===== src/rtl/fsa_pkg.sv =====
package fsa_pkg;
  localparam int VAL_W       = 16;
  localparam int CH_N        = 2;
  localparam int IRQ_N       = 4;
  localparam int CLK_MHZ     = 100;
  localparam int MSG_TIME_MS = 500;
  localparam int MSG_CYCLES  = MSG_TIME_MS * CLK_MHZ * 1000;
  localparam logic [5:0] OFF_CTRL    = 6'h00;
  localparam logic [5:0] OFF_SP1     = 6'h04;
  localparam logic [5:0] OFF_SP2     = 6'h08;
  localparam logic [5:0] OFF_TRIP    = 6'h0C;
  localparam logic [5:0] OFF_LOCK    = 6'h10;
  localparam logic [5:0] OFF_STAT    = 6'h14;
  localparam logic [5:0] OFF_IRQ_ST  = 6'h18;
  localparam logic [5:0] OFF_IRQ_CLR = 6'h1C;
  localparam logic [5:0] OFF_IRQ_EN  = 6'h20;
  localparam logic [5:0] OFF_GAS     = 6'h24;
  localparam int CTRL_GAS    = 0;
  localparam int CTRL_EXT    = 1;
  localparam int IRQ_CLR     = 2;
  localparam int IRQ_REJ     = 3;
  localparam int STAT_MENU   = 8;
  localparam logic [1:0]  CTRL_RST = 2'h0;
  localparam logic [1:0]  TRIP_RST = 2'h3;
  localparam logic [15:0] LOCK_RST = 16'h0000;
  localparam logic [31:0] SP_RST   = 32'h0000_0000;
  localparam logic [3:0]  DIG_MAX  = 4'h9;

  typedef enum logic [4:0] {
    MS_RUN, MS_CODE, MS_RCODE, MS_SAVE, MS_BLANK, MS_VER,
    MS_FLUID, MS_PRES, MS_TEMP, MS_PULSE, MS_DAMP,
    MS_SP1T, MS_SP1H, MS_SP1D, MS_SP2T, MS_SP2H, MS_SP2D,
    MS_CLRGT, MS_PLOCK, MS_RLOCK
  } fsa_menu_t;

  typedef struct packed {
    logic menu;
    logic enter;
    logic up;
    logic right;
    logic hwrst;
  } fsa_btn_t;

  typedef struct packed {
    logic [VAL_W-1:0] hys;
    logic [VAL_W-1:0] thr;
  } fsa_setpt_t;

  // four bcd digits to binary, so limits compare in display units
  function automatic logic [16:0] fsa_bcd2bin(input logic [15:0] b);
    return 17'(b[15:12]) * 17'h3E8 + 17'(b[11:8]) * 17'h64
         + 17'(b[7:4]) * 17'hA + 17'(b[3:0]);
  endfunction : fsa_bcd2bin
endpackage : fsa_pkg


===== src/rtl/fsa_cmp.sv =====
`timescale 1ns/1ps
module fsa_cmp (
  input  wire logic               core_clk_in,
  input  wire logic               rst_b_in,
  input  wire logic               flow_valid_in,
  input  wire logic [15:0]        flow_in,
  input  wire fsa_pkg::fsa_setpt_t setpt_in,
  input  wire logic               trip_high_in,
  output logic                    conduct_out,
  output logic                    change_out
);
  import fsa_pkg::*;

  logic [16:0] thr;
  logic [16:0] hys;
  logic [16:0] flow;
  logic        conduct_reg;
  logic        conduct_next;
  logic        change_reg;

  assign thr  = fsa_bcd2bin(setpt_in.thr);
  assign hys  = fsa_bcd2bin(setpt_in.hys);
  assign flow = {1'b0, flow_in};

  always_comb
  begin
    conduct_next = conduct_reg;
    if (flow_valid_in)
    begin
      if (trip_high_in)
      begin
        if (flow >= thr)
          conduct_next = 1'b0;
        else if (flow + hys < thr)
          conduct_next = 1'b1;
      end
      else
      begin
        if (flow <= thr)
          conduct_next = 1'b1;
        else if (flow > thr + hys)
          conduct_next = 1'b0;
      end
    end
  end

  always_ff @(posedge core_clk_in or negedge rst_b_in)
  begin
    if (!rst_b_in)
    begin
      conduct_reg <= 1'b0;
      change_reg  <= 1'b0;
    end
    else
    begin
      conduct_reg <= conduct_next;
      change_reg  <= conduct_next != conduct_reg;
    end
  end

  assign conduct_out = conduct_reg;
  assign change_out  = change_reg;
endmodule : fsa_cmp


===== src/rtl/fsa_top.sv =====
`timescale 1ns/1ps
module fsa_top #(
  parameter int          MSG_LEN    = fsa_pkg::MSG_CYCLES,
  parameter logic [15:0] FW_VERSION = 16'h0100  // arbitrary value
) (
  input  wire logic                core_clk_in,
  input  wire logic                rst_b_in,
  input  wire logic [5:0]          avs_address_in,
  input  wire logic                avs_read_in,
  input  wire logic                avs_write_in,
  input  wire logic [31:0]         avs_writedata_in,
  input  wire logic [3:0]          avs_byteenable_in,
  output logic      [31:0]         avs_readdata_out,
  output logic                     avs_waitrequest_out,
  input  wire fsa_pkg::fsa_btn_t   btn_in,
  input  wire logic                flow_valid_in,
  input  wire logic [15:0]         flow_rate_in,
  output logic      [1:0]          setpoint_oe_out,
  output logic      [1:0]          setpoint_dat_out,
  output logic                     total_clear_out,
  output fsa_pkg::fsa_menu_t       menu_state_out,
  output logic      [15:0]         edit_value_out,
  output logic      [1:0]          flash_digit_out,
  output logic                     irq_out
);
  import fsa_pkg::*;

  fsa_btn_t        s1_reg;
  fsa_btn_t        s2_reg;
  fsa_btn_t        s3_reg;
  fsa_btn_t        lvl_reg;
  fsa_btn_t        press;
  logic            menu_p;
  logic            enter_p;
  logic            combo;
  logic            ack_reg;
  logic [31:0]     rdata_reg;
  logic [31:0]     rmux;
  logic [31:0]     wval;
  logic            wr;
  logic [1:0]      ctrl_reg;
  logic [1:0]      trip_reg;
  fsa_setpt_t      sp_reg [CH_N];
  logic [15:0]     plock_reg;
  logic [15:0]     rlock_reg;
  logic [15:0]     pres_reg;
  logic [15:0]     temp_reg;
  fsa_menu_t       state_reg;
  fsa_menu_t       state_next;
  logic            ret_reg;
  logic [15:0]     edit_reg;
  logic [15:0]     load_val;
  logic [1:0]      dig_reg;
  logic [3:0]      nib;
  logic [31:0]     cnt_reg;
  logic            cnt_done;
  logic            gated;
  logic            match;
  logic            prog;
  logic            toggle_st;
  logic            num_st;
  logic            clr_reg;
  logic            clr_ev;
  logic            rej_ev;
  logic [CH_N-1:0] conduct;
  logic [CH_N-1:0] change;
  logic [IRQ_N-1:0] irq_st_reg;
  logic [IRQ_N-1:0] irq_en_reg;
  logic [IRQ_N-1:0] irq_clr;
  logic            irq_reg;

  function automatic logic [31:0] be_merge(input logic [31:0] o, input logic [31:0] n,
                                           input logic [3:0] be);
    logic [31:0] r;
    r = o;
    for (int i = 0; i < 4; i++)
      if (be[i])
        r[8*i+:8] = n[8*i+:8];
    return r;
  endfunction : be_merge

  // panel pins are asynchronous: three stages, level moves when stages two and three agree
  always_ff @(posedge core_clk_in or negedge rst_b_in)
  begin
    if (!rst_b_in)
    begin
      s1_reg  <= '0;
      s2_reg  <= '0;
      s3_reg  <= '0;
      lvl_reg <= '0;
    end
    else
    begin
      s1_reg  <= btn_in;
      s2_reg  <= s1_reg;
      s3_reg  <= s2_reg;
      lvl_reg <= fsa_btn_t'((~(s2_reg ^ s3_reg) & s3_reg) | ((s2_reg ^ s3_reg) & lvl_reg));
    end
  end

  assign press   = fsa_btn_t'(~(s2_reg ^ s3_reg) & s3_reg & ~lvl_reg);
  assign combo   = (press.menu && (lvl_reg.enter || press.enter))
                 || (press.enter && lvl_reg.menu);
  assign menu_p  = press.menu && !combo;
  assign enter_p = press.enter && !combo;

  // bus slave: one wait cycle on every access, so reads come from a flop
  assign avs_waitrequest_out = (avs_read_in || avs_write_in) && !ack_reg;
  assign wr                  = avs_write_in && ack_reg;
  assign avs_readdata_out    = rdata_reg;

  always_ff @(posedge core_clk_in or negedge rst_b_in)
  begin
    if (!rst_b_in)
    begin
      ack_reg   <= 1'b0;
      rdata_reg <= 32'h0000_0000;
    end
    else
    begin
      ack_reg <= (avs_read_in || avs_write_in) && !ack_reg;
      if (avs_read_in && !ack_reg)
        rdata_reg <= rmux;
    end
  end

  always_comb
  begin
    case (avs_address_in)
      OFF_CTRL:   rmux = {30'h0, ctrl_reg};
      OFF_SP1:    rmux = sp_reg[0];
      OFF_SP2:    rmux = sp_reg[1];
      OFF_TRIP:   rmux = {30'h0, trip_reg};
      OFF_LOCK:   rmux = {rlock_reg, plock_reg};
      OFF_STAT:   rmux = {19'h0, state_reg, 6'h0, conduct};
      OFF_IRQ_ST: rmux = {28'h0, irq_st_reg};
      OFF_IRQ_EN: rmux = {28'h0, irq_en_reg};
      OFF_GAS:    rmux = {temp_reg, pres_reg};
      default:    rmux = 32'h0000_0000;
    endcase
  end

  assign wval = be_merge(rmux, avs_writedata_in, avs_byteenable_in);

  // settings: the panel stores on enter, the bus writes last and wins a tie
  always_ff @(posedge core_clk_in or negedge rst_b_in)
  begin
    if (!rst_b_in)
    begin
      ctrl_reg  <= CTRL_RST;
      trip_reg  <= TRIP_RST;
      sp_reg[0] <= SP_RST;
      sp_reg[1] <= SP_RST;
      plock_reg <= LOCK_RST;
      rlock_reg <= LOCK_RST;
      pres_reg  <= 16'h0000;
      temp_reg  <= 16'h0000;
    end
    else
    begin
      if (enter_p)
      begin
        case (state_reg)
          MS_FLUID: ctrl_reg[CTRL_GAS] <= edit_reg[0];
          MS_PRES:  pres_reg           <= edit_reg;
          MS_TEMP:  temp_reg           <= edit_reg;
          MS_SP1T:  sp_reg[0].thr      <= edit_reg;
          MS_SP1H:  sp_reg[0].hys      <= edit_reg;
          MS_SP1D:  trip_reg[0]        <= edit_reg[0];
          MS_SP2T:  sp_reg[1].thr      <= edit_reg;
          MS_SP2H:  sp_reg[1].hys      <= edit_reg;
          MS_SP2D:  trip_reg[1]        <= edit_reg[0];
          MS_PLOCK: plock_reg          <= edit_reg;
          MS_RLOCK: rlock_reg          <= edit_reg;
          default:  ;
        endcase
      end
      if (wr)
      begin
        case (avs_address_in)
          OFF_CTRL: ctrl_reg  <= wval[1:0];
          OFF_SP1:  sp_reg[0] <= wval;
          OFF_SP2:  sp_reg[1] <= wval;
          OFF_TRIP: trip_reg  <= wval[1:0];
          OFF_LOCK: {rlock_reg, plock_reg} <= wval;
          OFF_GAS:  {temp_reg, pres_reg}   <= wval;
          default:  ;
        endcase
      end
    end
  end

  assign gated     = (plock_reg != LOCK_RST) && (rlock_reg != LOCK_RST);
  assign match     = edit_reg == ((state_reg == MS_CODE) ? plock_reg : rlock_reg);
  assign prog      = (state_reg >= MS_FLUID) || (state_reg == MS_RCODE && ret_reg);
  assign toggle_st = state_reg inside {MS_FLUID, MS_SP1D, MS_SP2D, MS_CLRGT};
  assign num_st    = state_reg inside {MS_CODE, MS_RCODE, MS_PRES, MS_TEMP, MS_SP1T,
                                       MS_SP1H, MS_SP2T, MS_SP2H, MS_PLOCK, MS_RLOCK};
  assign cnt_done  = cnt_reg == 32'(MSG_LEN - 1);

  always_comb
  begin
    state_next = state_reg;
    if (prog && menu_p)
      state_next = MS_SAVE;
    else
    begin
      case (state_reg)
        MS_RUN:
        begin
          if (combo && gated)
            state_next = MS_RCODE;
          else if (menu_p)
            state_next = (plock_reg != LOCK_RST) ? MS_CODE : MS_FLUID;
        end
        MS_CODE:  if (enter_p) state_next = match ? MS_FLUID : MS_RUN;
        MS_RCODE: if (enter_p) state_next = ret_reg ? MS_PLOCK : MS_RUN;
        MS_FLUID:
          if (enter_p)
            state_next = ctrl_reg[CTRL_GAS] ? MS_PRES
                       : (ctrl_reg[CTRL_EXT] ? MS_DAMP : MS_PULSE);
        MS_PRES:  if (enter_p) state_next = MS_TEMP;
        MS_TEMP:
          if (enter_p)
            state_next = ctrl_reg[CTRL_EXT] ? MS_DAMP : MS_PULSE;
        MS_PULSE: if (enter_p) state_next = MS_SP1T;
        MS_DAMP:  if (enter_p) state_next = MS_SP1T;
        MS_SP1T:  if (enter_p) state_next = MS_SP1H;
        MS_SP1H:  if (enter_p) state_next = MS_SP1D;
        MS_SP1D:  if (enter_p) state_next = MS_SP2T;
        MS_SP2T:  if (enter_p) state_next = MS_SP2H;
        MS_SP2H:  if (enter_p) state_next = MS_SP2D;
        MS_SP2D:  if (enter_p) state_next = MS_CLRGT;
        MS_CLRGT:
          if (enter_p)
            state_next = (edit_reg[0] && gated) ? MS_RCODE : MS_PLOCK;
        MS_PLOCK: if (enter_p) state_next = MS_RLOCK;
        MS_RLOCK: if (enter_p) state_next = MS_FLUID;
        MS_SAVE:  if (cnt_done) state_next = MS_BLANK;
        MS_BLANK: if (cnt_done) state_next = MS_VER;
        MS_VER:   if (cnt_done) state_next = MS_RUN;
        default:  state_next = MS_RUN;
      endcase
    end
  end

  always_comb
  begin
    case (state_next)
      MS_PRES:  load_val = pres_reg;
      MS_TEMP:  load_val = temp_reg;
      MS_FLUID: load_val = {15'h0, ctrl_reg[CTRL_GAS]};
      MS_SP1T:  load_val = sp_reg[0].thr;
      MS_SP1H:  load_val = sp_reg[0].hys;
      MS_SP1D:  load_val = {15'h0, trip_reg[0]};
      MS_SP2T:  load_val = sp_reg[1].thr;
      MS_SP2H:  load_val = sp_reg[1].hys;
      MS_SP2D:  load_val = {15'h0, trip_reg[1]};
      MS_PLOCK: load_val = plock_reg;
      MS_RLOCK: load_val = rlock_reg;
      MS_VER:   load_val = FW_VERSION;
      default:  load_val = 16'h0000;
    endcase
  end

  always_ff @(posedge core_clk_in or negedge rst_b_in)
  begin
    if (!rst_b_in)
    begin
      state_reg <= MS_RUN;
      ret_reg   <= 1'b0;
    end
    else
    begin
      state_reg <= state_next;
      if (state_reg == MS_CLRGT)
        ret_reg <= 1'b1;
      else if (state_reg == MS_RUN)
        ret_reg <= 1'b0;
    end
  end

  assign nib = edit_reg[{dig_reg, 2'b00} +: 4];

  // most significant digit first; it is the one that flashes on entry
  always_ff @(posedge core_clk_in or negedge rst_b_in)
  begin
    if (!rst_b_in)
    begin
      edit_reg <= 16'h0000;
      dig_reg  <= 2'h3;
    end
    else if (state_next != state_reg)
    begin
      edit_reg <= load_val;
      dig_reg  <= 2'h3;
    end
    else if (toggle_st && (press.up || press.right))
      edit_reg[0] <= ~edit_reg[0];
    else if (num_st && press.up)
      edit_reg[{dig_reg, 2'b00} +: 4] <= (nib >= DIG_MAX) ? 4'h0 : nib + 4'h1;
    else if (num_st && press.right)
      dig_reg <= dig_reg - 2'h1;
  end

  // message timer only runs in the three exit screens
  always_ff @(posedge core_clk_in or negedge rst_b_in)
  begin
    if (!rst_b_in)
      cnt_reg <= 32'h0000_0000;
    else if (state_next != state_reg || !(state_reg inside {MS_SAVE, MS_BLANK, MS_VER}))
      cnt_reg <= 32'h0000_0000;
    else
      cnt_reg <= cnt_reg + 32'h1;
  end

  assign clr_ev = press.hwrst
               || (state_reg == MS_RUN && combo && !gated)
               || (state_reg == MS_CLRGT && enter_p && edit_reg[0] && !gated)
               || (state_reg == MS_RCODE && enter_p && match);
  assign rej_ev = enter_p && (state_reg inside {MS_CODE, MS_RCODE}) && !match;

  always_ff @(posedge core_clk_in or negedge rst_b_in)
  begin
    if (!rst_b_in)
      clr_reg <= 1'b0;
    else
      clr_reg <= clr_ev;
  end

  genvar ch;
  generate
    for (ch = 0; ch < CH_N; ch++)
    begin : g_ch
      fsa_cmp u_cmp (
        .core_clk_in   (core_clk_in),
        .rst_b_in      (rst_b_in),
        .flow_valid_in (flow_valid_in),
        .flow_in       (flow_rate_in),
        .setpt_in      (sp_reg[ch]),
        .trip_high_in  (trip_reg[ch]),
        .conduct_out   (conduct[ch]),
        .change_out    (change[ch])
      );
    end
  endgenerate

  // sticky events; a new event beats a clear in the same cycle
  assign irq_clr = (wr && avs_address_in == OFF_IRQ_CLR) ? wval[IRQ_N-1:0] : '0;

  always_ff @(posedge core_clk_in or negedge rst_b_in)
  begin
    if (!rst_b_in)
    begin
      irq_st_reg <= '0;
      irq_en_reg <= '0;
      irq_reg    <= 1'b0;
    end
    else
    begin
      irq_st_reg <= (irq_st_reg & ~irq_clr) | {rej_ev, clr_reg, change};
      if (wr && avs_address_in == OFF_IRQ_EN)
        irq_en_reg <= wval[IRQ_N-1:0];
      irq_reg <= |(irq_st_reg & irq_en_reg);
    end
  end

  assign setpoint_oe_out  = conduct;
  assign setpoint_dat_out = 2'h0;
  assign total_clear_out  = clr_reg;
  assign menu_state_out   = state_reg;
  assign edit_value_out   = edit_reg;
  assign flash_digit_out  = dig_reg;
  assign irq_out          = irq_reg;
endmodule : fsa_top


===== config.mk =====
export PLATFORM = sky130hd
export DESIGN_NAME = fsa_top
export DESIGN_NICKNAME = d
export VERILOG_FILES = /design/src/rtl/fsa_pkg.sv /design/src/rtl/fsa_cmp.sv /design/src/rtl/fsa_top.sv
export SDC_FILE = /design/constraint.sdc
export NUM_CORES = 1
export LEC_CHECK = 0
export BUFFER_PORTS_ARGS = -buffer_cell sky130_fd_sc_hd__buf_2
export CORE_MARGIN = 2
export CORE_UTILIZATION = 29
export DETAILED_ROUTE_END_ITERATION = 6
export PLACE_DENSITY = 0.49
export REMOVE_ABC_BUFFERS = 1
export SYNTH_ARGS = -nofsm -noshare
export SYNTH_HDL_FRONTEND = slang
export SYNTH_HIERARCHICAL = 1
export SYNTH_SLANG_ARGS = --single-unit

===== constraint.sdc =====
create_clock -name core_clk_in -period 6.8 [get_ports core_clk_in]
set_clock_uncertainty 0.05 [all_clocks]
set_input_delay 0.68 -clock core_clk_in [delete_from_list [all_inputs] [get_ports core_clk_in]]
set_output_delay 0.68 -clock core_clk_in [all_outputs]
set_load 0.02 [all_outputs]

Yosys cells after proc, flatten, opt, wreduce, memory -nomap -nowiden. Cells that the tools add are included.

Add/sub/neg operators: 20. Multipliers: 12. $lt $le $gt $ge: 10. Equal/unequal tests: 47. Shifts and indexed selects: 3. Muxes and demuxes: 94. Bitwise logic cells: 12. Reduce and logical (&&, ||, !) cells: 57.

Operators by type and width (count): $mux 16 (23); $pmux 32 s9 (1); $pmux 16 s12 (1); $mux 64 (2); $mux 5 (24); $mux 32 (3); $pmux 5 s19 (1); $eq 5x4->1 const B (14); $add 17x4->17 (4); $add 17x8->17 (4); $add 14x11->15 (4); $mul 4x7->11 const B (4); $mul 4x5->9 const B (4); $eq 5x3->1 const B (7); $eq 5x5->1 const B (7); $add 16x17->17 (2); $add 17x17->17 (2); $ge 16x17->1 (2); $gt 16x17->1 (2); $le 16x17->1 (2); $lt 17x17->1 (2); $add 32x1->32 const B (1); $eq 32x26->1 const B (1); $mux 8 (4); 47 further kinds (134).

Register bits after elaboration: 255. Bits of input ports: 68. Output and inout bits: 62.

Longest topological paths before layout. Gate-level depths: netlist of run 1.

Word-level depth: 16. Depth in mapped cells: 32. Gate-level depth less buffers: 32.

Hierarchy. The synthesis of run 1 kept the hierarchy.

Modules (own cells, without submodules): fsa_top (times used 1, cells each 1626, area each 14921.8 µm², sequential area each 6286.0 µm²); fsa_cmp at g_ch[1].u_cmp (times used 1, cells each 696, area each 5848.1 µm², sequential area each 50.0 µm²); fsa_cmp at g_ch[0].u_cmp (times used 1, cells each 682, area each 5691.7 µm², sequential area each 50.0 µm²).

Worst setup path after synthesis of run 1. Ideal clock, no wire load.

Path type: reg2reg. Start: reg sp_reg[62] in the netlist's numbering. End: reg g_ch[0].u_cmp.conduct_reg. Library setup time: 104 ps. Arrival time: 6428 ps. Required time: 6646 ps. Path slack: 218 ps. Cell stages (with the launch flop): 29. Path buffers: 0. Period minus slack after synthesis: 6582 ps. Cell sequence: dfrtp_1 -> fa_1 -> inv_1 -> fa_1 -> inv_1 -> ha_1 -> a21oi_1 -> xnor2_1 -> ha_1 -> ha_1 -> ha_1 -> o41ai_1 -> xnor2_1 -> ha_1 -> or2_2 -> o31ai_1 -> a21oi_1 -> a21o_1 -> a21oi_1 -> xor2_1 -> ha_1 -> nand4_1 -> o41ai_1 -> nand3_1 -> a21oi_1 -> a21oi_1 -> o21ai_1 -> o21ai_0 -> a221oi_1.

Cells in the longest elaborated chain, start to end: 10. Elaborated cells between the ends (all ways): 14.

Ends and longest elaborated chain: start, declared (RTL line fsa_top.sv:43) `fsa_setpt_t sp_reg [CH_N];`; $mul 4x7->11 * (RTL line fsa_pkg.sv:51) `return 17'(b[15:12]) * 17'h3E8 + 17'(b[11:8]) * 17'h64`; $add 14x11->15 * (RTL line fsa_pkg.sv:51); $add 17x8->17 * (RTL line fsa_pkg.sv:52) `+ 17'(b[7:4]) * 17'hA + 17'(b[3:0]);`; $add 17x4->17 * (RTL line fsa_pkg.sv:52); $add 17x17->17 / $add 16x17->17 (equally long branches) (RTL line fsa_cmp.sv:41, fsa_cmp.sv:34); $gt 16x17->1 / $lt 17x17->1 (equally long branches) (RTL line fsa_cmp.sv:41, fsa_cmp.sv:34); $mux 1, on equally long branches (RTL line fsa_cmp.sv:41, fsa_cmp.sv:34); $mux 1, on equally long branches (RTL line fsa_cmp.sv:39, fsa_cmp.sv:32); $mux 1 * (RTL line fsa_cmp.sv:30) `if (trip_high_in)`; $mux 1 * (RTL line fsa_cmp.sv:28) `if (flow_valid_in)`; net g_ch[0].u_cmp.conduct_next (RTL line fsa_cmp.sv:18) `logic conduct_next;`; end signal, assigned (RTL line fsa_cmp.sv:56) `conduct_reg <= conduct_next;`; end, declared (RTL line fsa_cmp.sv:17) `logic conduct_reg;`.

The timed path passes the listed nets; every way through them passes the cells marked *. A chain may end at the register's enable or synchronous reset.

Worst setup path in the final report of run 1.
Start: reg sp_reg[45] in the netlist's numbering. End: reg g_ch[0].u_cmp.conduct_reg.

Cells in the longest elaborated chain, start to end: 10. Elaborated cells between the ends (all ways): 15.

Ends and longest elaborated chain: $mul 4x7->11 * (RTL line fsa_pkg.sv:51); $add 14x11->15 * (RTL line fsa_pkg.sv:51); $add 17x8->17 * (RTL line fsa_pkg.sv:52); $add 17x4->17 * (RTL line fsa_pkg.sv:52); $add 17x17->17 (RTL line fsa_cmp.sv:41) `else if (flow > thr + hys)`; $gt 16x17->1 (RTL line fsa_cmp.sv:41); $mux 1 (RTL line fsa_cmp.sv:41); $mux 1 (RTL line fsa_cmp.sv:39) `if (flow <= thr)`; $mux 1 * (RTL line fsa_cmp.sv:30); $mux 1 * (RTL line fsa_cmp.sv:28); net g_ch[0].u_cmp.conduct_next (RTL line fsa_cmp.sv:18).

Marks and branches as above.

==> results.toml, run 1 <==
[detailed_routing]
wl_mm = 101
via_per_inst = 5.42
dr_total_vias = 24000
drt-initial-drc-count = 1911
drt-pass1-iter-count = 5
antenna_left = 0
wl_per_cell_um = 22.9
drc = 0

[clocking]
path_clk_slew_ns = 0.07
cts-buffers-inserted = 34
worstSkewPairLatency_ns = 0.57
tritoncts = "done"
clockBufferDepth = 3
cts_max_level = 2
cts.sinks = 255
ctsHoldBuffers = 0
cts_root_buffer = "clkbuf_16"

[sta]
drv_slew = 0
timing.final.crit_share_pct = 97.1
whs_ns = 0.0230
slew_headroom_pct = 24.4
tns_ns = 0
fin_crit_ns = 6.60
rsz0062_at_grt = "yes"
setup_viol = 0
worstMarginPinSlew_ns = 1.13
fmax_ghz = 0.151
hold_viol = 0

[synthesis]
async_flop_share_pct = 100
synth-simple-area-share_pct = 15.7
synth_fa_ha_area_share_pct = 22.0
netlist_area_sq_um = 26500
synth_compound_area_share_pct = 21.2
avgSynthCellArea_sq_um = 8.81
synth_edf_count = 0
synth-xor-area-share_pct = 6.38
synth_top_family_by_area = "adder cells"
synth_seq_cells = 255
ys_warn_count = 6
netlist_instances = 3004
synthMuxAreaShare_pct = 5.39
seq_area_frac_synth_pct = 24.1
synth_cell_types = 122
ys.flop_type = "dfrtp_1"

[floorplanning]
ios = 130
die_h_um = 306
fp.dieArea_sq_um = 93700
rows = 110
start_util_pct = 29.3
fp.coreArea_sq_um = 90300
die_w_um = 306

[global_route]
grt_pass1_vias = 22900
grt_antenna_before_repair = 3
gr-total-overflow = 0
grt_max_degree = 69
grt_pass1_wl_mm = 148
grt_usage_pct = 20.9

[layout]
drive_above_1_share_pct = 19.4
layout_common_cells = "ha_1 (323), dfrtp_1 (246), inv_1 (208)"
layout_commonest_cell = "ha_1"
fin_nets = 3714
area.sequential_sq_um = 6390
largest_register_ffs = 64
multi_input_area_sq_um = 19700
syn2layout_area_growth_pct = 18.9
nFillCells = 9345
diodes = 0

[setup_path]
crit_buf_inv = 6
path_max_fanout = 4
endpoint_kind = "register"
cp_data_arrival_time_ns = 7.03
crit_path_top_delay_cell = "fa_1"
criticalPathCategory = "register to register"
required_ns = 7.23
startpoint_type = "register"
path_delay_family = "adder cells"
slowest_delay_ns = 0.55

[pwr]
p_comb_share_pct = 76.6
sw_frac_of_total_pct = 49.5
leakage_nw = 14.4
p_clk_share_pct = 10.7
fin_total_pwr_w = 0.0173
pwr-share-seq_pct = 12.7
max-vdd-ir-drop_uv = 375
p_sw_w = 0.00858
p_per_area_nw_per_um2 = 551
internal_power_w = 0.00876

[job]
drv_cap = 0

[run_status]
status = "completed"

[placed_design]
detailed_place_hpwl_mm = 77.7
gp_congestion = 0.928
place.port_buffers = 127

[min_path]
hp-class = "input port to async pin"
final cells by class:
cell class / instances / area share (%)
multi-input cells: 2409 / 62.6
well taps: 1176 / 4.68
repair buffers: 299 / 6.23
flip-flops and latches: 255 / 20.3
clock inverters: 9 / 0.334
clock buffers: 51 / 3.20
inverters: 220 / 2.63
synthesized netlist by cell type, types with 64 or more instances:
| cell | instances | share of area, % |
|---|---|---|
| fa_1 | 64 | 4.8 |
| dfrtp_1 | 251 | 24 |
| o21ai_0 | 164 | 3.1 |
| inv_1 | 215 | 3.0 |
| clkbuf_1 | 93 | 1.3 |
| a22oi_1 | 71 | 2.0 |
| xor2_1 | 64 | 2.1 |
| a21oi_1 | 210 | 4.0 |
| a211oi_1 | 65 | 1.8 |
| nor2b_1 | 80 | 1.9 |
| ha_1 | 363 | 17 |
| xnor2_1 | 127 | 4.2 |
| nor3_1 | 66 | 1.2 |
| nor2_1 | 195 | 2.8 |
| mux2_2 | 75 | 3.2 |
| nand3_1 | 82 | 1.6 |
| nand2_1 | 198 | 2.8 |
through the flow:
step	instances	util [%]	worst slack, ns	area, sq um
floorplan	2884	-	0.218	25900
global placement	4328	32.3	-0.0688	29200
detailed placement	4328	32.3	-0.179	29200
CTS	4393	33.7	0.00620	30400
global route	4419	34.8	-0.113	31500
finish	4419	34.8	0.196	31500
worst register-to-register path, delay by kind of cell, from the launching register on:
| family | cells | cell delay (ns) |
|---|---|---|
| simple gates | 5 | 0.82 |
| compound gates | 11 | 1.92 |
| fa+ha+maj | 6 | 2.22 |
| flops | 1 | 0.45 |
| buf+inv | 6 | 0.56 |
| xor+xnor | 3 | 0.55 |
cell families (layout without fill, tap and decap cells):
family | after synthesis | in the layout
AOI/OAI and AO/OA | 838 | 838
xor gates and xnor gates | 192 | 192
adders and majority gates | 427 | 427
buffers and inverters | 343 | 579
DFF | 255 | 255
muxes | 128 | 128
other | 3 | 6
and+or+nand+nor | 818 | 818
worst paths after layout:
check                            from                         to  slack [ns]  cells past startpoint
max                        sp_reg[45]  g_ch[0].u_cmp/conduct_out        0.20                     31
min                          rst_b_in                  s1_reg[2]        0.02                      1
max reg2reg                sp_reg[45]  g_ch[0].u_cmp/conduct_out        0.20                     31
min reg2reg                 s1_reg[0]                  s2_reg[0]        0.29                      0
max in group asynchronous    rst_b_in                 sp_reg[61]        5.18                      2
min in group core_clk_in    btn_in[3]                  s1_reg[3]        0.19                      1
repair_timing:
item | in CTS | in global routing
buffers inserted | 5 | 26
pin swaps | 9 | 102
resized for setup | 18 | 133
endpoints found under the setup margin | 4 | 4
per-layer routing:
metal	vias up	global-route usage [%]	share of wire [%]
li1	11400	-	-
met1	11600	27.2	43
met2	787	35.0	47
met3	205	2.90	5.7
met4	0	7.87	4.3
met5	-	0	0
power by group through the flow:
stage	logic, W	registers [W]	clock network (W)
floorplan	0.00833	0.00209	0
global placement	0.0121	0.00221	0
detailed placement	0.0121	0.00221	0
CTS	0.0122	0.00218	0.00189
global route	0.0148	0.00221	0.00195
finish	0.0133	0.00220	0.00186
Note: power is estimated with default switching activity, not from simulation.
==> run 2: changes to the inputs <==
- PLACE_DENSITY: 0.49 -> 0.48
- SYNTH_HIERARCHICAL: 1 -> not set
- clock period: 6.8 -> 8.1 ns (I/O delays scaled with it)
==> results.toml, run 2 <==
[run_status]
status = "complete, but fails checks"
violations = "DRC"

[synthesis]
netlist_instances = 2933
avgSynthCellArea_sq_um = 8.84
synth_cell_types = 92
async_flop_share_pct = 100
synth_seq_cells = 255
yosys-top-cells-area = "dfrtp_1 (24%), ha_1 (17%), a21oi_1 (4.6%), mux2i_1 (4.5%), fa_1 (4.3%)"
yosysMostFrequentCell = "ha_1"
netlist_area_sq_um = 25900
ys_warn_count = 0
synth.cells.most_frequent = "ha_1 (362), nor2_1 (253), dfrtp_1 (251)"
netlist.area_leader.share_pct = 24.2
synth_edf_count = 0
seq_area_frac_synth_pct = 24.6
ys.flop_type = "dfrtp_1"
synth_area_leader_cell = "dfrtp_1"

[floorplanning]
fp.coreArea_sq_um = 88500
die_w_um = 303
fp.dieArea_sq_um = 91800
ios = 130
start_util_pct = 29.3
die_h_um = 303
rows = 109

[global_route]
grt_usage_pct = 20.4
grt_pass1_wl_mm = 141
gr-total-overflow = 0
grt_antenna_before_repair = 7
grt_pass1_vias = 21700
grt_max_degree = 117

[clocking]
cts_root_buffer = "clkbuf_16"
cts_resized = 0
cts.sinks = 255
cts_max_level = 2
cts_setup_buffers = 0
tritoncts = "done"
ctsHoldBuffers = 0
path_clk_slew_ns = 0.06
worstSkewPairLatency_ns = 0.58
clockBufferDepth = 3
cts-buffers-inserted = 35

[setup_path]
startpoint_type = "register"
crit_path_top_delay_cell = "dfrtp_1"
endpoint_kind = "register"
r2r_cells = 28
r2r_setup_slack_ns = 0.78
criticalPathCategory = "register to register"
required_ns = 8.52
slowest_delay_ns = 0.59
path_max_fanout = 10
r2r_end = "g_ch[0].u_cmp.change_out"
worst_path_most_repeated_cell = "ha_1"
cp_data_arrival_time_ns = 7.74
r2r-start = "sp_reg[45]"

[placed_design]
gp_congestion = 0.917
detailed_place_hpwl_mm = 73.5
place.port_buffers = 127
dp.cells = 4160

[sta]
setup_viol = 0
hold_viol = 0
rsz0062_at_grt = "no"
tns_ns = 0
slew_headroom_pct = 26.6
worstMarginPinSlew_ns = 1.10
fin_crit_ns = 7.32
fmax_ghz = 0.137
timing.final.crit_share_pct = 90.4
drv_slew = 0

[layout]
stdcell_count = 4223
largest_register_ffs = 64
syn2layout_area_growth_pct = 12.2
fin_nets = 3518
drive_above_1_share_pct = 10.9
layout_common_cells = "ha_1 (362), dfrtp_1 (251), nor2_1 (246)"
layout_commonest_cell = "ha_1"
utilization_pct = 32.9

[detailed_routing]
drc = 13
antenna_left = 0
drt-initial-drc-count = 1988
drt-pass1-iter-count = 7
via_per_inst = 5.29
wl_mm = 95.0
wl_met2_mm = 44.0
top_layer = "met5"
route.met3.wl_mm = 5.23
wl_per_cell_um = 22.5
wl_met1_mm = 43.3
dr_total_vias = 22400

[job]
drv_cap = 0

[min_path]
hp-class = "input port to async pin"
run 2: changes by cell type in the layout (fill, tap and decap cells not counted), sizes merged, moves of 20 or more:
cell / previous run / this run
o21bai: 18 / 48
mux2i: 49 / 117
nor3: 70 / 38
buf: 299 / 163
a21oi: 215 / 237
nand3: 82 / 62
a22oi: 71 / 49
xor2: 64 / 88
o21ai: 179 / 108
nor2: 196 / 253
a222oi: 10 / 39
nor2b: 80 / 53
a211oi: 71 / 12
run 2: layer usage:
| metal | GRT usage, % | vias up |
|---|---|---|
| met5 | 0 | - |
| met4 | 5.52 | 4 |
| met3 | 3.28 | 121 |
| met2 | 33.7 | 640 |
| met1 | 27.6 | 10800 |
| li1 | - | 10800 |
run 2: kinds of logic (layout without fill, tap and decap cells):
logic type	Yosys count	in the layout	share of synthesized area, %
compound gates	735	735	18.8
xor+xnor	216	216	7.30
fa+ha+maj	418	418	21.8
buf+inv	326	440	4.90
flops	255	255	24.6
mux	191	191	7.91
other cells	2	13	0.0290
simple gates	790	790	14.6
run 2: worst max-delay path: cells and delay by family (launching register included):
family	cells	cell delay, ns
DFF	1	0.59
buffers and inverters	3	0.18
xor gates and xnor gates	3	0.44
AOI/OAI and AO/OA	11	2.45
and+or+nand+nor	3	0.55
adders and majority gates	8	2.99
run 2: area by class of cell:
class                   count  area (sq um)
flip-flops and latches    255          6390
repair buffers            163           928
diodes                      1          2.50
fillers                  9315         59400
inverters                 215           807
clock inverters            12           131
multi-input cells        2362         18400
clock buffers              50          1000
well taps                1165          1460
run 2: per-stage QoR:
step           hold WS [ns]  area (sq um)  worst slack [ns]
3_3_place_gp          0.283         28000             0.983
4_1_cts               0.149         29100             0.856
2_1_floorplan         0.281         25500              1.55
5_1_grt               0.167         29100             0.361
6_report              0.126         29100             0.779
3_5_place_dp          0.287         28000             0.892
run 2: how the worst max path moves through the flow:
stage / slack [ns] / startpoint / cells past startpoint / to
6_report: 0.78 / sp_reg[45] / 28 / g_ch[0].u_cmp.change_out
3_5_place_dp: 0.89 / sp_reg[45] / 28 / g_ch[0].u_cmp.change_out
5_1_grt: 0.36 / sp_reg[45] / 28 / g_ch[0].u_cmp.change_out
4_1_cts: 0.86 / sp_reg[45] / 28 / g_ch[0].u_cmp.change_out
3_3_place_gp: 0.98 / sp_reg[45] / 28 / g_ch[0].u_cmp.change_out
2_1_floorplan: 1.55 / sp_reg[45] / 27 / g_ch[0].u_cmp.change_out
Power of run 2 is left out: the tool's default activity adds up to more than one toggle a clock period on the data nets, which glitch-free logic cannot reach.
==> run 3: changes to the inputs <==
- SYNTH_HIERARCHICAL: not set -> 1
- TNS_END_PERCENT: not set -> 1
- clock period: 8.1 -> 6.8 ns (I/O delays scaled with it)
==> results.toml, run 3 (synthesis results as in run 1) <==
[sta]
whs_ns = 0.0983
fmax_ghz = 0.151
worstMarginPinSlew_ns = 1.13
slew_headroom_pct = 24.6
fin_crit_ns = 6.64
drv_slew = 0
setup_viol = 0
setup_ws_ns = 0.159
timing.final.crit_share_pct = 97.7
hold_viol = 0
rsz0062_at_grt = "yes"

[clocking]
cts.sinks = 255
ctsHoldBuffers = 0
tritoncts = "done"
cts_root_buffer = "clkbuf_16"
clockBufferDepth = 3
cts-buffers-inserted = 35
worstSkewPairLatency_ns = 0.56
path_clk_slew_ns = 0.06
cts_max_level = 2

[pwr]
internal_power_w = 0.00855
p_per_area_nw_per_um2 = 545
p_clk_share_pct = 10.8
max-vdd-ir-drop_uv = 376
sw_frac_of_total_pct = 49.9
p_comb_share_pct = 76.7
p_sw_w = 0.00851
pwr-share-seq_pct = 12.6
leakage_nw = 14.4

[global_route]
top_usage_layer = "met2"
grt_antenna_before_repair = 8
grt_pass1_wl_mm = 150
grt_usage_pct = 21.0
grt_max_degree = 101
met1_usage_pct = 27.5
use_met2_pct = 35.0
grtUsageMet3_pct = 2.97
grt_pass1_vias = 23100
gr-total-overflow = 0

[floorplanning]
ios = 130
fp.dieArea_sq_um = 93700
fp.coreArea_sq_um = 90300
start_util_pct = 29.3
rows = 110
die_w_um = 306
die_h_um = 306

[detailed_routing]
dr_total_vias = 23900
wl_mm = 101
antenna_left = 0
via_per_inst = 5.41
drt-initial-drc-count = 1949
wl_per_cell_um = 22.9
drc = 0
drt-pass1-iter-count = 6

[setup_path]
path_max_fanout = 5
cp_data_arrival_time_ns = 7.01
worst_path_most_repeated_cell = "ha_1"
criticalPathCategory = "register to register"
slowest_delay_ns = 0.60
crit_path_top_delay_cell = "fa_2"
r2r_setup_slack_ns = 0.16
endpoint_kind = "register"
required_ns = 7.16
startpoint_type = "register"

[placed_design]
gp_congestion = 0.937
place.port_buffers = 127
place_ws_ns = -0.256
detailed_place_hpwl_mm = 78.7
place_area_sq_um = 29300
dp.cells = 4339

[run_status]
status = "completed"

[min_path]
hp-class = "input port to async pin"

[layout]
fin_nets = 3716
nFillCells = 9377
layout_common_cells = "ha_1 (334), dfrtp_1 (245), inv_1 (211)"
largest_register_ffs = 64
drive_above_1_share_pct = 18.8
syn2layout_area_growth_pct = 18.3
diodes = 0
design_area_sq_um = 31300
layout_commonest_cell = "ha_1"
stdcell_count = 4419

[job]
drv_cap = 0
[run 3: changes by cell type in the layout (fill, tap and decap cells not counted), moves of 25 or more]
cell and delta:
nor2b_1 +25, o21ai_0 +55, ha_4 +25, o21bai_1 -32, a211oi_1 +53, buf_4 +137, nor2_1 -60, a222oi_1 -29
xor2_1 -26, a21oi_1 -41, ha_1 -28, mux2i_1 -68
[run 3: routing by layer]
metal / wire, um / share of wire (%)
met1: 44200 / 44
met2: 47100 / 47
met3: 5140 / 5.1
met4: 4480 / 4.4
met5: 62 / 0.061
[run 3: repair_timing]
item / 4_1_cts / 5_1_grt
gates resized for setup: 16 / 109
pin swaps: 4 / 73
endpoints found under the setup margin: 4 / 4
setup buffers: 1 / 21
endpoints found under the hold margin: 0 / 0
[run 3: power by group through the flow]
stage / Sequential, W / Clock (W) / Combinational, W
2_1_floorplan: 0.00209 / 0 / 0.00833
3_3_place_gp: 0.00216 / 0 / 0.0122
3_5_place_dp: 0.00216 / 0 / 0.0121
4_1_cts: 0.00214 / 0.00188 / 0.0123
5_1_grt: 0.00216 / 0.00193 / 0.0146
6_report: 0.00215 / 0.00184 / 0.0131
[run 3: through the flow]
stage	TNS (ns)	utilization (%)	total power [W]
3_5_place_dp	-0.614	32.4	0.0143
6_report	0	34.7	0.0171
4_1_cts	0	33.8	0.0163
3_3_place_gp	-0.211	32.4	0.0143
2_1_floorplan	0	-	0.0104
5_1_grt	-0.404	34.7	0.0187
[run 3: path summary, 6_finish.rpt]
check                                start                   endpoint  depth (start not counted)
worst max-delay path            sp_reg[29]   g_ch[1].u_cmp/change_out                         25
worst min-delay path              rst_b_in       avs_readdata_out[19]                          1
worst max register to register  sp_reg[29]   g_ch[1].u_cmp/change_out                         25
worst min register to register   s1_reg[1]                  s2_reg[1]                          0
max in group asynchronous         rst_b_in  g_ch[0].u_cmp/conduct_out                          2
min in group core_clk_in         btn_in[0]                  s1_reg[0]                          1
[run 3: layout make-up]
| cell class | instances | area (sq um) | share of cell area (%) |
|---|---|---|---|
| Multi-Input combinational cell | 2409 | 19600 | 62.5 |
| Inverter | 220 | 826 | 2.64 |
| Tap cell | 1176 | 1470 | 4.70 |
| Sequential cell | 255 | 6390 | 20.4 |
| Timing Repair Buffer | 300 | 1950 | 6.22 |
| Clock buffer | 47 | 941 | 3.01 |
| Clock inverter | 12 | 164 | 0.524 |
[run 3: critical path: cells and delay by family (launching register included)]
kind	cells	cell delay [ns]
xor+xnor	1	0.37
flops	1	0.44
simple gates	6	1.18
fa+ha+maj	8	2.87
compound gates	8	1.47
buf+inv	2	0.12
